==> src/rtl/dsm_pkg.sv <==
// Package of widths, modes and reset values for the scaling/multiply datapath
package dsm_pkg;

  // Data widths
  localparam int WORD_W    = 16;
  localparam int DWORD_W   = 32;
  localparam int AUX_N     = 8;
  localparam int AUX_SEL_W = 3;

  // Shift count ranges and widths
  localparam int          IN_SHIFT_W   = 5;
  localparam logic [4:0]  IN_SHIFT_MAX = 5'h10;
  localparam int          OUT_SHIFT_W  = 3;

  // Product shifter amounts
  localparam int PSH_LEFT_ONE  = 1;
  localparam int PSH_LEFT_FOUR = 4;
  localparam int PSH_RIGHT_SIX = 6;

  // Status word zero: position of the aux pointer field
  localparam int STW0_AUX_LSB = 13;

  // Reset values
  localparam logic [15:0] MULTIPLICAND_RST = 16'h0000;
  localparam logic [31:0] PRODUCT_RST      = 32'h0000_0000;
  localparam logic [31:0] ACC_RST          = 32'h0000_0000;
  localparam logic [15:0] AUX_RST          = 16'h0000;
  localparam logic [2:0]  AUX_SEL_RST      = 3'h0;

  // Product shift modes
  typedef enum logic [1:0] {
    DSM_PSH_NONE  = 2'h0,
    DSM_PSH_LEFT1 = 2'h1,
    DSM_PSH_LEFT4 = 2'h2,
    DSM_PSH_RIGHT6 = 2'h3
  } dsm_psh_e;

  // Aux register load source
  typedef enum logic [1:0] {
    DSM_AUX_HOLD = 2'h0,
    DSM_AUX_MEM  = 2'h1,
    DSM_AUX_IMM  = 2'h3
  } dsm_auxsrc_e;

  // Address unit step operation
  typedef enum logic [1:0] {
    DSM_AOP_NONE = 2'h0,
    DSM_AOP_INC  = 2'h1,
    DSM_AOP_DEC  = 2'h3,
    DSM_AOP_ADD0 = 2'h2
  } dsm_aop_e;

  // Store word select
  typedef enum logic [1:0] {
    DSM_ST_NONE = 2'h0,
    DSM_ST_ACCL = 2'h1,
    DSM_ST_ACCH = 2'h3,
    DSM_ST_AUX  = 2'h2
  } dsm_store_e;

endpackage

==> src/rtl/dsm_datapath.sv <==
// Scaling shifters, multiplier and indirect-address unit of the DSP core
`timescale 1ns/10ps

// Overview of operation
// - Input shifter moves a 16-bit operand left 0 to 16 into 32 bits.
// - Output shifter moves the accumulator left 0 to 7 toward memory.
// - Storing through the output shifter never changes the accumulator.
// - Product register catches the multiplier; product shifter feeds the arithmetic unit.
// - Product shifter modes: none, left one, left four, right six.
// - Multiplier: signed 16 by 16 giving a full 32-bit signed result.
// - One multiplier operand is always the 16-bit multiplicand register.
// - Each multiplication overwrites the 32-bit product register.
// - One multiplication accepted and finished every clock cycle.
// - Address unit drives the data address for indirect accesses.
// - Eight 16-bit aux registers load from memory or immediate, store back.
// - A 3-bit pointer field in status word zero picks the aux register.
// - Input shift zero-fills low bits; high bits zero or sign per mode.
// - Accumulator is 32 bits; high and low words store separately.
module dsm_datapath
  import dsm_pkg::*;
(
  // Clock and reset
  input  wire logic                            CLK,
  input  wire logic                            SYS_RST,
  // Data and program read buses
  input  wire logic [dsm_pkg::WORD_W-1:0]      DATA_RD,
  input  wire logic [dsm_pkg::WORD_W-1:0]      PROG_IMM,
  // Input shifter control
  input  wire logic                            IN_SRC_IMM,
  input  wire logic [dsm_pkg::IN_SHIFT_W-1:0]  IN_SHIFT,
  input  wire logic                            SIGN_EXTEND_SELECT,
  output logic      [dsm_pkg::DWORD_W-1:0]     ARITH_IN,
  // Product path control
  input  wire dsm_pkg::dsm_psh_e               PSH_MODE,
  output logic      [dsm_pkg::DWORD_W-1:0]     PRODUCT_TO_ARITH,
  // Multiplier control
  input  wire logic                            MCAND_LOAD,
  input  wire logic                            MUL_EN,
  input  wire logic                            MUL_SRC_IMM,
  output logic      [dsm_pkg::WORD_W-1:0]      MULTIPLICAND_REGISTER,
  output logic      [dsm_pkg::DWORD_W-1:0]     PRODUCT_REGISTER,
  // Accumulator from the arithmetic unit
  input  wire logic                            ACC_LOAD,
  input  wire logic [dsm_pkg::DWORD_W-1:0]     ACC_RESULT,
  output logic      [dsm_pkg::DWORD_W-1:0]     ACC,
  // Store path
  input  wire dsm_pkg::dsm_store_e             STORE_SEL,
  input  wire logic [dsm_pkg::OUT_SHIFT_W-1:0] OUT_SHIFT,
  output logic      [dsm_pkg::WORD_W-1:0]      DATA_WR,
  output logic                                 DATA_WR_VALID,
  // Status word zero pointer
  input  wire logic                            STW0_LOAD,
  input  wire logic [dsm_pkg::WORD_W-1:0]      STW0_DATA,
  input  wire logic                            AUX_SEL_LOAD,
  input  wire logic [dsm_pkg::AUX_SEL_W-1:0]   AUX_SEL_NEW,
  output logic      [dsm_pkg::AUX_SEL_W-1:0]   AUX_SELECT_POINTER,
  // Aux register control
  input  wire dsm_pkg::dsm_auxsrc_e            AUX_SRC,
  input  wire logic [dsm_pkg::AUX_SEL_W-1:0]   AUX_LOAD_IDX,
  // Address unit
  input  wire logic                            INDIRECT,
  input  wire dsm_pkg::dsm_aop_e               AUX_OP,
  input  wire logic [dsm_pkg::WORD_W-1:0]      DIRECT_ADDR,
  output logic      [dsm_pkg::WORD_W-1:0]      DATA_ADDR,
  output logic      [dsm_pkg::WORD_W-1:0]      AUX_CURRENT
);

  import dsm_pkg::*;

  // Auxiliary register bank and working registers
  logic [WORD_W-1:0]  indirect_address_regs [AUX_N];
  logic [WORD_W-1:0]  multiplicand_r;
  logic [DWORD_W-1:0] product_r;
  logic [DWORD_W-1:0] acc_r;
  logic [AUX_SEL_W-1:0] aux_sel_r;
  logic [WORD_W-1:0]  data_wr_r;
  logic               data_wr_valid_r;
  logic [WORD_W-1:0]  data_addr_r;

  // Combinational datapath nets
  logic [WORD_W-1:0]  in_word;
  logic [WORD_W-1:0]  mul_operand;
  logic [DWORD_W-1:0] mul_result;
  logic [DWORD_W-1:0] out_scaled;
  logic [WORD_W-1:0]  aux_cur;
  logic [WORD_W-1:0]  aux_step_nxt;
  logic [WORD_W-1:0]  data_wr_nxt;

  // Signed 16x16 full-precision product
  function automatic logic [DWORD_W-1:0] smul(input logic [WORD_W-1:0] a,
                                               input logic [WORD_W-1:0] b);
    smul = DWORD_W'($signed(a) * $signed(b));
  endfunction

  // Post-access update of the selected aux register
  function automatic logic [WORD_W-1:0] aux_step(input logic [WORD_W-1:0] cur,
                                                  input logic [WORD_W-1:0] idx0,
                                                  input dsm_aop_e op);
    case (op)
      DSM_AOP_INC:  aux_step = cur + 16'h0001;
      DSM_AOP_DEC:  aux_step = cur - 16'h0001;
      DSM_AOP_ADD0: aux_step = cur + idx0;
      default:      aux_step = cur;
    endcase
  endfunction

  // Operand selection for input shifter and multiplier
  assign in_word     = IN_SRC_IMM ? PROG_IMM : DATA_RD;
  assign mul_operand = MUL_SRC_IMM ? PROG_IMM : DATA_RD;
  assign mul_result  = smul(multiplicand_r, mul_operand);
  assign aux_cur     = indirect_address_regs[aux_sel_r];
  assign aux_step_nxt = aux_step(aux_cur, indirect_address_regs[0], AUX_OP);

  // The three scaling shifters
  dsm_shift_unit u_shift (
    .in_word            (in_word),
    .in_shift           (IN_SHIFT),
    .sign_extend_select (SIGN_EXTEND_SELECT),
    .in_scaled          (ARITH_IN),
    .acc_value          (acc_r),
    .out_shift          (OUT_SHIFT),
    .out_scaled         (out_scaled),
    .product_value      (product_r),
    .psh_mode           (PSH_MODE),
    .product_scaled     (PRODUCT_TO_ARITH)
  );

  // Multiplicand register
  always_ff @(posedge CLK) begin
    if (SYS_RST) begin
      multiplicand_r <= MULTIPLICAND_RST;
    end else if (MCAND_LOAD) begin
      multiplicand_r <= DATA_RD;
    end
  end

  // Product register: new result each multiply cycle
  always_ff @(posedge CLK) begin
    if (SYS_RST) begin
      product_r <= PRODUCT_RST;
    end else if (MUL_EN) begin
      product_r <= mul_result;
    end
  end

  // Accumulator, written only by the arithmetic unit
  always_ff @(posedge CLK) begin
    if (SYS_RST) begin
      acc_r <= ACC_RST;
    end else if (ACC_LOAD) begin
      acc_r <= ACC_RESULT;
    end
  end

  // Aux select pointer from status word zero or direct load
  always_ff @(posedge CLK) begin
    if (SYS_RST) begin
      aux_sel_r <= AUX_SEL_RST;
    end else if (STW0_LOAD) begin
      aux_sel_r <= STW0_DATA[STW0_AUX_LSB +: AUX_SEL_W];
    end else if (AUX_SEL_LOAD) begin
      aux_sel_r <= AUX_SEL_NEW;
    end
  end

  // Aux register bank: loads win over post-access update
  always_ff @(posedge CLK) begin
    if (SYS_RST) begin
      for (int i = 0; i < AUX_N; i++) begin
        indirect_address_regs[i] <= AUX_RST;
      end
    end else if (AUX_SRC == DSM_AUX_MEM) begin
      indirect_address_regs[AUX_LOAD_IDX] <= DATA_RD;
    end else if (AUX_SRC == DSM_AUX_IMM) begin
      indirect_address_regs[AUX_LOAD_IDX] <= PROG_IMM;
    end else if (INDIRECT) begin
      indirect_address_regs[aux_sel_r] <= aux_step_nxt;
    end
  end

  // Data address: current aux register when indirect
  always_ff @(posedge CLK) begin
    if (SYS_RST) begin
      data_addr_r <= AUX_RST;
    end else begin
      data_addr_r <= INDIRECT ? aux_cur : DIRECT_ADDR;
    end
  end

  // Store word selection
  always_comb begin
    case (STORE_SEL)
      DSM_ST_ACCL: data_wr_nxt = out_scaled[WORD_W-1:0];
      DSM_ST_ACCH: data_wr_nxt = out_scaled[DWORD_W-1:WORD_W];
      DSM_ST_AUX:  data_wr_nxt = indirect_address_regs[AUX_LOAD_IDX];
      default:     data_wr_nxt = 16'h0000;
    endcase
  end

  // Registered write data and valid
  always_ff @(posedge CLK) begin
    if (SYS_RST) begin
      data_wr_r       <= 16'h0000;
      data_wr_valid_r <= 1'b0;
    end else begin
      data_wr_r       <= data_wr_nxt;
      data_wr_valid_r <= (STORE_SEL != DSM_ST_NONE);
    end
  end

  // Output drive
  assign MULTIPLICAND_REGISTER = multiplicand_r;
  assign PRODUCT_REGISTER      = product_r;
  assign ACC                   = acc_r;
  assign AUX_SELECT_POINTER    = aux_sel_r;
  assign DATA_WR               = data_wr_r;
  assign DATA_WR_VALID         = data_wr_valid_r;
  assign DATA_ADDR             = data_addr_r;
  assign AUX_CURRENT           = aux_cur;
endmodule

==> src/rtl/dsm_shift_unit.sv <==
// Combinational scaling shifters: input, output and product
`timescale 1ns/10ps
module dsm_shift_unit
  import dsm_pkg::*;
(
  // Input shifter
  input  wire logic [dsm_pkg::WORD_W-1:0]      in_word,
  input  wire logic [dsm_pkg::IN_SHIFT_W-1:0]  in_shift,
  input  wire logic                            sign_extend_select,
  output logic      [dsm_pkg::DWORD_W-1:0]     in_scaled,
  // Output shifter
  input  wire logic [dsm_pkg::DWORD_W-1:0]     acc_value,
  input  wire logic [dsm_pkg::OUT_SHIFT_W-1:0] out_shift,
  output logic      [dsm_pkg::DWORD_W-1:0]     out_scaled,
  // Product shifter
  input  wire logic [dsm_pkg::DWORD_W-1:0]     product_value,
  input  wire dsm_pkg::dsm_psh_e               psh_mode,
  output logic      [dsm_pkg::DWORD_W-1:0]     product_scaled
);

  logic [DWORD_W-1:0] in_ext;
  logic [IN_SHIFT_W-1:0] in_cnt;

  // Extend, clamp count, then shift with zero fill
  always_comb begin
    in_ext = sign_extend_select ? {{WORD_W{in_word[WORD_W-1]}}, in_word}
                                : {{WORD_W{1'b0}}, in_word};
    in_cnt = (in_shift > IN_SHIFT_MAX) ? IN_SHIFT_MAX : in_shift;
    in_scaled = in_ext << in_cnt;
  end

  // Output shifter: shifted copy only
  assign out_scaled = acc_value << out_shift;

  // Product shifter modes
  always_comb begin
    case (psh_mode)
      DSM_PSH_NONE:   product_scaled = product_value;
      DSM_PSH_LEFT1:  product_scaled = product_value << PSH_LEFT_ONE;
      DSM_PSH_LEFT4:  product_scaled = product_value << PSH_LEFT_FOUR;
      DSM_PSH_RIGHT6: product_scaled = $signed(product_value) >>> PSH_RIGHT_SIX;
      default:        product_scaled = product_value;
    endcase
  end

endmodule

==> config.mk <==
export PLATFORM = sky130hd
export DESIGN_NAME = dsm_datapath
export DESIGN_NICKNAME = d
export VERILOG_FILES = /design/src/rtl/dsm_pkg.sv /design/src/rtl/dsm_datapath.sv /design/src/rtl/dsm_shift_unit.sv
export SDC_FILE = /design/constraint.sdc
export NUM_CORES = 1
export LEC_CHECK = 0
export BUFFER_PORTS_ARGS = -buffer_cell sky130_fd_sc_hd__buf_2
export CORE_MARGIN = 10
export CORE_UTILIZATION = 55
export CTS_BUF_LIST = sky130_fd_sc_hd__clkbuf_4 sky130_fd_sc_hd__clkbuf_8
export CTS_CLUSTER_DIAMETER = 150
export DETAILED_ROUTE_END_ITERATION = 6
export PLACE_DENSITY = 0.88
export RECOVER_POWER = 25
export SKIP_CTS_REPAIR_TIMING = 1
export SYNTH_ARGS = -nofsm -noshare
export SYNTH_HDL_FRONTEND = slang
export SYNTH_SLANG_ARGS = --single-unit
==> constraint.sdc <==
create_clock -name CLK -period 8.22 [get_ports CLK]
set_input_delay 1.233 -clock CLK [delete_from_list [all_inputs] [get_ports CLK]]
set_output_delay 1.233 -clock CLK [all_outputs]
set_load 0.03 [all_outputs]
==> Yosys cells after proc, flatten, opt, wreduce, memory -nomap -nowiden <==
Memories as Yosys holds them, arrays and structs flattened. A register that Yosys moved wholly into a read port is not among the register bits.
Cells that the tools add are included.
{ "word_totals": {"in_bits": 129, "ram_bits": 128, "wordCells": 65, "regBits": 116, "memories": 1} }
{ "memory_table": {"columns": ["name", "depth", "width", "read_ports", "rd_clocked_by_memory_dff", "wr", "line", "text"], "rows": [
  ["indirect_address_regs", 8, 16, 3, 1, 8, "dsm_datapath.sv:71", "logic [WORD_W-1:0] indirect_address_regs [AUX_N];"]
]} }
{ "classes": {"n_addsub": 3, "n_shift": 2, "bitwise": 1, "eq_ne": 11, "n_mux": 33, "n_reduce_logical": 5, "order_cmp": 1, "n_mul": 1} }
{ "ops": {"columns": ["cell", "count"], "rows": [
  ["case mux 32 bit (4 select lines)", 1],
  ["two-way mux 16 bit", 6],
  ["case mux 16 bit (3 select lines)", 2],
  ["multiplier 16 x 16 -> 32 bit", 1],
  ["two-way mux 32 bit", 1],
  ["OR reduction 16 bit", 2],
  ["<< shifter 32 x 3 -> 32 bit", 1],
  ["<< shifter 32 x 5 -> 32 bit", 1],
  ["two-way mux 3 bit", 6],
  ["adder 16 x 1 -> 16 bit, second input constant", 1],
  ["adder 16 bit", 1],
  ["two-way mux 1 bit", 16],
  ["subtractor 16 x 1 -> 16 bit, second input constant", 1],
  ["equality test 2 bit, second input constant", 7],
  ["equality test 2 x 1 -> 1 bit, second input constant", 4],
  ["> comparator 5 bit, second input constant", 1],
  ["two-way mux 5 bit", 1],
  ["nonzero test 2 bit", 2],
  ["zero test 2 bit", 1],
  ["bitwise OR 1 bit", 1]
]} }

==> Logic depth before layout (Yosys ltp) <==
Gate-level depths: netlist (run 1).
{ "logic_depth": {"depth_word": 9, "mapped_depth": 26} }

==> Hierarchy <==
Synthesis (run 1) repeated with hierarchy kept, for this count alone.
{ "unflattened": {"hier_cells": 2525, "hier_area_um2": 25389.4} }
{ "modules_own_cells": {"columns": ["module", "area_each_um2", "instances", "seq_area_each_um2", "cells_each"], "rows": [
  ["dsm_datapath", 22323.9, 1, 6226.0, 2146],
  ["dsm_shift_unit", 3065.4, 1, 0.0, 379]
]} }

==> Worst setup path before layout (run 1) <==
Ideal clock, no wire load.
{ "synth_timing": {"path_kind": "input -> register", "startpoint": "input MUL_SRC_IMM", "endpoint": "register product_r[30] (netlist: PRODUCT_REGISTER[30])", "t_arrival_ns": 7.804, "slack_ns": 0.289, "stages": 24, "required_ns": 8.093, "path_cell_list": "clkbuf_1 > buf_1 > mux2_2 > clkbuf_1 > nand2_1 > inv_1 > fa_1 > fa_1 > fa_1 > fa_1 > fa_1 > inv_1 > fa_1 > inv_1 > ha_1 > a21o_1 > a21oi_1 > nor2_1 > nor4_1 > nor2_1 > a311oi_4 > o21ai_1 > nor4bb_1 > or3_1"} }
{ "synth_between": {"elab_chain_len": 2} }
{ "synth_lines": {"columns": ["element", "line", "text"], "rows": [
  ["start: declaration", "dsm_datapath.sv:39", "input wire logic MUL_SRC_IMM,"],
  ["two-way mux 16 bit", "dsm_datapath.sv:109", "assign mul_operand = MUL_SRC_IMM ? PROG_IMM : DATA_RD;"],
  ["multiplier 16 x 16 -> 32 bit", "dsm_datapath.sv:92", "smul = DWORD_W'($signed(a) * $signed(b));"],
  ["end signal: assignment", "dsm_datapath.sv:142", "product_r <= mul_result;"],
  ["end: declaration", "dsm_datapath.sv:73", "logic [DWORD_W-1:0] product_r;"]
]} }
Every way passes these cells.
A chain may end at the register's enable or synchronous reset.

==> Worst setup path in the final report (run 1) <==
{ "layout_timing": {"startpoint": "input MUL_SRC_IMM", "endpoint": "register product_r[29] (netlist: PRODUCT_REGISTER[29])"} }
The elaborated chain is that of the path after synthesis.

==> summary.md, run 1 <==
| Metric | Value |
|---|---|
| Die area | 0.0542 mm² |
| Clock buffer count from CTS | 42 |
| Largest net degree at the start of global routing | between 70 and 80 |
| # Max-Cap Violations | 1 |
| DRC viols | 1 |
| Setup slack after layout | around 0.57 ns |
| Overall Global Routing Usage | around 29% |
| Peak supply drop | around 270 µV |
| Largest family of logic cells by synthesized area | adder cells |
| Nets@finish | ~3100 |
| First-pass GRT wire length | ~120000 µm |
| Fin. max-slew vios | 62 |
| Clock Latency Late Sink | roughly 0.62 ns |
| DP Worst Slack | 0.150 ns |
| Syn nets | between 2000 and 3000 |
| DP Wirelength | 58800 µm |
| Xor/xnor share of the synthesized area | 1.51% |
| Synth top cells by count | inv_1, nor2_1, fa_1 |
| Post-synthesis mux area share | about 20% |
| Cell taking the most area after synthesis | fa_1 |
| Synth warn | 0 |
| Mapped Cells | about 2400 |
| Period utilisation layout | between 90% and 100% |
| Synth unique cells | 72 |
| Vias | between 20000 and 25000 |
| Design Power | roughly 6.9 mW |
| Slew Limit Headroom | -82.3% |
| Clock Path Buffers | 3 |
| Final min period | around 7.6 ns |
| Synthesized flop and latch total | roughly 250 |
| I/O Buffers | 311 |
| Clk sinks | between 200 and 250 |
| Final ANT Viol Nets | 0 |
| Vias/cell | around 6.2 |
| Crit path launch type | primary input |
| Die height | roughly 230 µm |
| # setup viols final | 0 |
| Post-Route WL | 79000 µm |
| Register area share after synthesis | 25.0% |
| Slew @ Worst Pin | 2.73 ns |
| Post-route cell area | approximately 0.028 mm² |
| Area Growth Syn to Fin | 11.1% |
| Ports | 325 |
| Clock root cell | clkbuf_8 |
| Pre-antenna DRT Iters | 7 |
| Gp weighted congestion | between 0.9 and 1 |
| Synth Area in Adders | between 20% and 30% |
| Initial antenna violation count | 9 |
| CP Class | primary input to flip-flop |
| Global route total overflow | 0 |
| Synth top area share | about a fifth |
| Status | finished, violations left |
| Syn avg cell area | between 10 and 15 µm² |
| Complex-gate fraction of the synthesized area | 7.02% |
| Power Density | roughly 250 mW/mm² |
| H-tree lvl count | 2 |
| Post-Place Cell Area | 0.0269 mm² |
| Worst EP required | approximately 8.6 ns |
| Fill count | approximately 3500 |
| Dominant synthesized flop cell | edfxtp_1 |
| Initial core utilization | a little under three fifths |
| Skew final | 0.0553 ns |
| CTS tree | built |
| Fin. Hold Viols | 0 |
| Ys async rst share | 0% |
| CTS clk-pin slew, worst paths | approximately 0.060 ns |
| Fraction of layout cells with a size suffix above 1 | between 10% and 20% |
| Unrepaired setup endpoints after global routing | no |
| Fmax | between 0.1 and 0.15 GHz |
| Critical Path AT | ~8 ns |
| Static Leakage | between 10 and 15 nW |
| Setup crit end kind | flip-flop |
| Simple-Gate Fraction of Synth Area | between 10% and 20% |
| CP Max Fanout | 16 |
| Worst hold path type | flip-flop to flip-flop |
| Top post-synthesis cells by area | fa_1, edfxtp_1, mux4_2, dfxtp_1, mux2i_1 |
| Die W | 233 µm |
| Final TNS setup | 0 ns |
| DR WL/cell | around 24 µm |
| Failing checks | design-rule violations, max-capacitance violations, max-slew violations |
| Hold slack | approximately 0.55 ns |
| Synthesized area | 0.0249 mm² |
| Vias in the first global route | around 22000 |
| Core ar. | between 0.04 and 0.05 mm² |
| EDFF count, synth | approximately 130 |
| Initial drt markers | 2038 |
| Site Rows | 77 |
metal layers:
layer / GRT usage, % / vias up / wire length [µm]
met5: 0 / - / 35
met4: 14.7 / 8 / 3990
met3: 6.62 / 322 / 8580
met2: 49.4 / 1330 / 40200
met1: 33.2 / 10200 / 26100
li1: - / 8641 / -
report_power, final:
group	switching, mW	total (mW)	internal (mW)
registers	0.150	1.56	1.41
clock network	0.553	1.22	0.667
logic	2.49	4.15	1.66
total	3.19	6.93	3.74
sequential cells by signal, summed over array words and instances, names as in the netlist, named ones only:
register	count
ACC	32
AUX_SELECT_POINTER	3
DATA_ADDR	16
DATA_WR	16
DATA_WR_VALID	1
MULTIPLICAND_REGISTER	16
PRODUCT_REGISTER	32
indirect_address_regs	128
worst max-delay path, cell delays in order:
cell	delay [ns]
buf_2	0.22
buf_4	0.24
mux2_2	0.50
nand2_1	0.16
fa_1	0.59
inv_1	0.06
fa_1	0.51
inv_1	0.06
fa_1	0.55
inv_1	0.06
fa_1	0.47
fa_1	0.50
inv_1	0.06
fa_1	0.49
inv_1	0.04
ha_1	0.36
a21o_1	0.22
a21o_1	0.18
a221oi_1	0.34
o31ai_2	0.18
a311oi_1	0.47
o31ai_1	0.15
xnor2_1	0.15
mux2i_1	0.13
nor2_1	0.06
kinds of logic (layout without fill, tap and decap cells):
| kind of cell | after synthesis | count (layout) |
|---|---|---|
| flip-flops | 247 | 247 |
| AND/OR/NAND/NOR | 732 | 732 |
| buffers and inverters | 445 | 712 |
| XOR/XNOR | 43 | 43 |
| adder cells (fa/ha/maj) | 360 | 360 |
| multiplexers | 337 | 337 |
| AO/OA/AOI/OAI | 260 | 260 |
| other | 0 | 6 |
stage by stage:
stage                     util (%)  cells
after global routing          62.2   3288
final                         62.2   3289
after detailed placement      60.4   3207
after CTS                     62.4   3283
after floorplan                  -   2424
after global placement        60.4   3207
worst paths after layout:
path                                               start  cells after the start              endpoint  slack, ns
worst max-delay path                         MUL_SRC_IMM                     25  PRODUCT_REGISTER[29]       0.57
worst max register to register  MULTIPLICAND_REGISTER[7]                     22  PRODUCT_REGISTER[29]       1.20
worst min-delay path                 PRODUCT_REGISTER[0]                      2   PRODUCT_REGISTER[0]       0.55
worst min register to register       PRODUCT_REGISTER[0]                      2   PRODUCT_REGISTER[0]       0.55
cell type report:
cell class	instances	area, µm²	share of cell area, %
multi-input combinational	1732	17000	61.5
sequential	247	6230	22.5
timing repair buffer	333	1650	5.95
inverter	303	1140	4.11
clock buffer	62	766	2.76
tap	592	741	2.67
clock inverter	14	139	0.501
antenna	6	15.0	0.0542
cell usage in the layout, fill, tap and decap left out, types with 59 or more instances in the layout:
cell type / n
mux4_2: 126
and2_1: 59
ha_1: 97
nand2_1: 176
fa_1: 263
inv_1: 301
buf_2: 231
nor2_1: 301
mux2i_1: 171
dfxtp_1: 118
a21oi_1: 73
clkbuf_1: 80
nor2b_1: 79
edfxtp_1: 128
Note: power is estimated with default switching activity, not from simulation.
==> inputs of run 2 (changes only) <==
--- a/config.mk
+++ b/config.mk
@@ -13,6 +13,7 @@
 export DETAILED_ROUTE_END_ITERATION = 6
 export PLACE_DENSITY = 0.88
 export RECOVER_POWER = 25
+export REMOVE_ABC_BUFFERS = 1
 export SKIP_CTS_REPAIR_TIMING = 1
 export SYNTH_ARGS = -nofsm -noshare
 export SYNTH_HDL_FRONTEND = slang
==> run 2 against run 1 <==
The run ends with max-capacitance violations, max-slew violations left. Clock power is essentially flat. Sequential cell count did not move. Total power down 2.3%. Via count decreased by 1.2%. Critical path type unchanged.
==> summary.md, run 2 (same netlist as run 1, synthesis figures left out) <==
| Metric | Value |
|---|---|
| Hold_sp | ACC[30] (was PRODUCT_REGISTER[0]) |
| First-pass GRT wire length | 114000 µm (was 122000 µm) |
| Failing checks | max-capacitance violations, max-slew violations (was design-rule violations, max-capacitance violations, max-slew violations) |
| Vias | 20300 (was 20500) |
| CTS clk-pin slew, worst paths | 0.06 ns (about the same) |
| CP Launch Point | MUL_SRC_IMM (unchanged) |
| Nets@finish | 3146 (was 3148) |
| Clock Path Buffers | 3 (unchanged) |
| Post-route cell area | 0.0277 mm² (about the same) |
| Final ANT Viol Nets | 0 (unchanged) |
| Largest net degree at the start of global routing | 92 (was 76) |
| Fraction of layout cells with a size suffix above 1 | 19.1% (was 19.2%) |
| Status | finished, violations left (unchanged) |
| Fin. max-slew vios | 92 (was 62) |
| DP Worst Slack | 0.321 ns (was 0.150 ns) |
| Setup crit end kind | flip-flop (unchanged) |
| H-tree lvl count | 2 (unchanged) |
| I/O Buffers | 311 (unchanged) |
| Cells on Worst Hold Path | 2 (unchanged) |
| DRC viols | 0 (was 1) |
| R2R Setup Slk | 1.36 ns (was 1.20 ns) |
| Slew Limit Headroom | -179% (was -82.3%) |
| Most frequent cells in the layout | inv_1, nor2_1, fa_1 (unchanged) |
| Clock root cell | clkbuf_8 (unchanged) |
| Die height | 233 µm (unchanged) |
| Top reg by flops | indirect_address_regs (unchanged) |
| Clock Latency Late Sink | 0.62 ns (about the same) |
| Period utilisation layout | 92.6% (was 93.0%) |
| Area Growth Syn to Fin | 10.9% (was 11.1%) |
| Ports | 325 (unchanged) |
| CTS tree | built (unchanged) |
| Reg2reg start | MULTIPLICAND_REGISTER[5] (was MULTIPLICAND_REGISTER[7]) |
| Hold Crit Endpoint | ACC[30] (was PRODUCT_REGISTER[0]) |
| Skew final | 0.0366 ns (was 0.0553 ns) |
| Global route total overflow | 0 (unchanged) |
| Power Density | 245 mW/mm² (was 250 mW/mm²) |
| Slew @ Worst Pin | 4.18 ns (was 2.73 ns) |
| Vias in the first global route | 21100 (was 21800) |
| Post-route core utilization | 62.1% (was 62.2%) |
| Reg-to-Reg End | PRODUCT_REGISTER[31] (was PRODUCT_REGISTER[29]) |
| Overall Global Routing Usage | 26.6% (was 28.8%) |
| Post-Route WL | 73700 µm (was 79000 µm) |
| Initial core utilization | 56.0% (unchanged) |
| Initial drt markers | 2446 (was 2038) |
| Site Rows | 77 (unchanged) |
| Clock buffer count from CTS | 43 (was 42) |
| Final min period | 7.61 ns (was 7.65 ns) |
| Setup slack after layout | 0.608 ns (was 0.572 ns) |
| Gp weighted congestion | 0.948 (was 0.984) |
| Placed cells | 3204 (was 3207) |
| Core ar. | 0.0445 mm² (unchanged) |
| Static Leakage | 12.7 nW (was 12.8 nW) |
| Non-Filler Instances | 3288 (was 3289) |
| # setup viols final | 0 (unchanged) |
| Post-Place Cell Area | 0.0268 mm² (was 0.0269 mm²) |
| Unrepaired setup endpoints after global routing | no (unchanged) |
| Peak supply drop | 301 µV (was 273 µV) |
| Pre-antenna DRT Iters | 5 (was 7) |
| CP Class | primary input to flip-flop (unchanged) |
| Clk sinks | 247 (unchanged) |
| Critical Path AT | 8.09 ns (was 8.00 ns) |
| DR WL/cell | 22.4 µm (was 24.0 µm) |
| Max FFs per register | 128 (unchanged) |
| Fin. Hold Viols | 0 (unchanged) |
| Vias/cell | 6.17 (was 6.24) |
| DP Wirelength | 55300 µm (was 58800 µm) |
| Crit path launch type | primary input (unchanged) |
| Fill count | 3446 (was 3506) |
| Die area | 0.0542 mm² (unchanged) |
| Worst EP required | 8.70 ns (was 8.57 ns) |
| Fmax | 0.131 GHz (about the same) |
| Final TNS setup | 0 ns (unchanged) |
| Initial antenna violation count | 12 (was 9) |
| Worst hold path type | flip-flop to flip-flop (unchanged) |
| R2r worst-path depth | 22 (unchanged) |
| # Max-Cap Violations | 1 (unchanged) |
| CP Max Fanout | 16 (unchanged) |
| Die W | 233 µm (unchanged) |
run 2: cell types whose count changed in the layout (fill, tap and decap cells not counted), sizes merged:
| cell | previous run | this run |
|---|---|---|
| clkinvlp | 1 | 2 |
| inv | 304 | 303 |
| diode | 6 | 5 |
| clkbuf | 142 | 139 |
| clkinv | 10 | 17 |
| buf | 253 | 249 |
run 2: metal layers:
| metal | part of all wire [%] | wire length, µm | vias up | track usage (%) |
|---|---|---|---|---|
| li1 | - | - | 8656 | - |
| met4 | 4.6 | 3350 | 14 | 12.1 |
| met1 | 36 | 26400 | 9995 | 32.8 |
| met2 | 48 | 35200 | 1337 | 43.1 |
| met3 | 12 | 8660 | 277 | 7.23 |
| met5 | 0.10 | 77 | - | 0 |
run 2: worst max-delay path by stage:
stage	end	cells past startpoint
after global placement	PRODUCT_REGISTER[31]	25
after floorplan	PRODUCT_REGISTER[30]	21
after CTS	PRODUCT_REGISTER[31]	25
after global routing	PRODUCT_REGISTER[31]	25
after detailed placement	PRODUCT_REGISTER[31]	25
final	PRODUCT_REGISTER[31]	25
run 2: worst max-delay path, stage by stage:
cell and delay [ns]:
clkbuf_1 0.36, buf_4 0.29, mux2_2 0.40, nand2_1 0.13, fa_1 0.58, inv_1 0.06, fa_1 0.49, inv_1 0.05
fa_1 0.53, inv_1 0.05, fa_1 0.45, fa_1 0.50, inv_1 0.05, fa_1 0.47, inv_1 0.04, ha_1 0.35
a21o_1 0.21, a21o_1 0.17, a221oi_1 0.37, o31ai_2 0.19, a311oi_1 0.55, o31ai_1 0.19, xnor2_1 0.16, mux2i_1 0.14
nor2_1 0.06
run 2: layout make-up:
| type | instances | area, µm² | share of cell area (%) |
|---|---|---|---|
| Antenna cell | 5 | 12.5 | 0.0452 |
| Clock buffer | 58 | 748 | 2.71 |
| Clock inverter | 21 | 174 | 0.629 |
| Inverter | 303 | 1140 | 4.11 |
| Multi-Input combinational cell | 1732 | 17000 | 61.6 |
| Sequential cell | 247 | 6230 | 22.5 |
| Tap cell | 592 | 741 | 2.68 |
| Timing Repair Buffer | 330 | 1600 | 5.77 |
run 2: metrics by stage:
stage	power, mW	hold slack (ns)
2_1_floorplan	4.47	0.614
3_3_place_gp	5.31	0.514
3_5_place_dp	5.53	0.538
4_1_cts	6.77	0.555
5_1_grt	7.25	0.584
6_report	6.77	0.561
run 2: power by group:
group | switching, mW | total, mW | internal (mW)
combinational | 2.36 | 3.99 | 1.63
clock | 0.560 | 1.22 | 0.663
sequential | 0.144 | 1.55 | 1.41
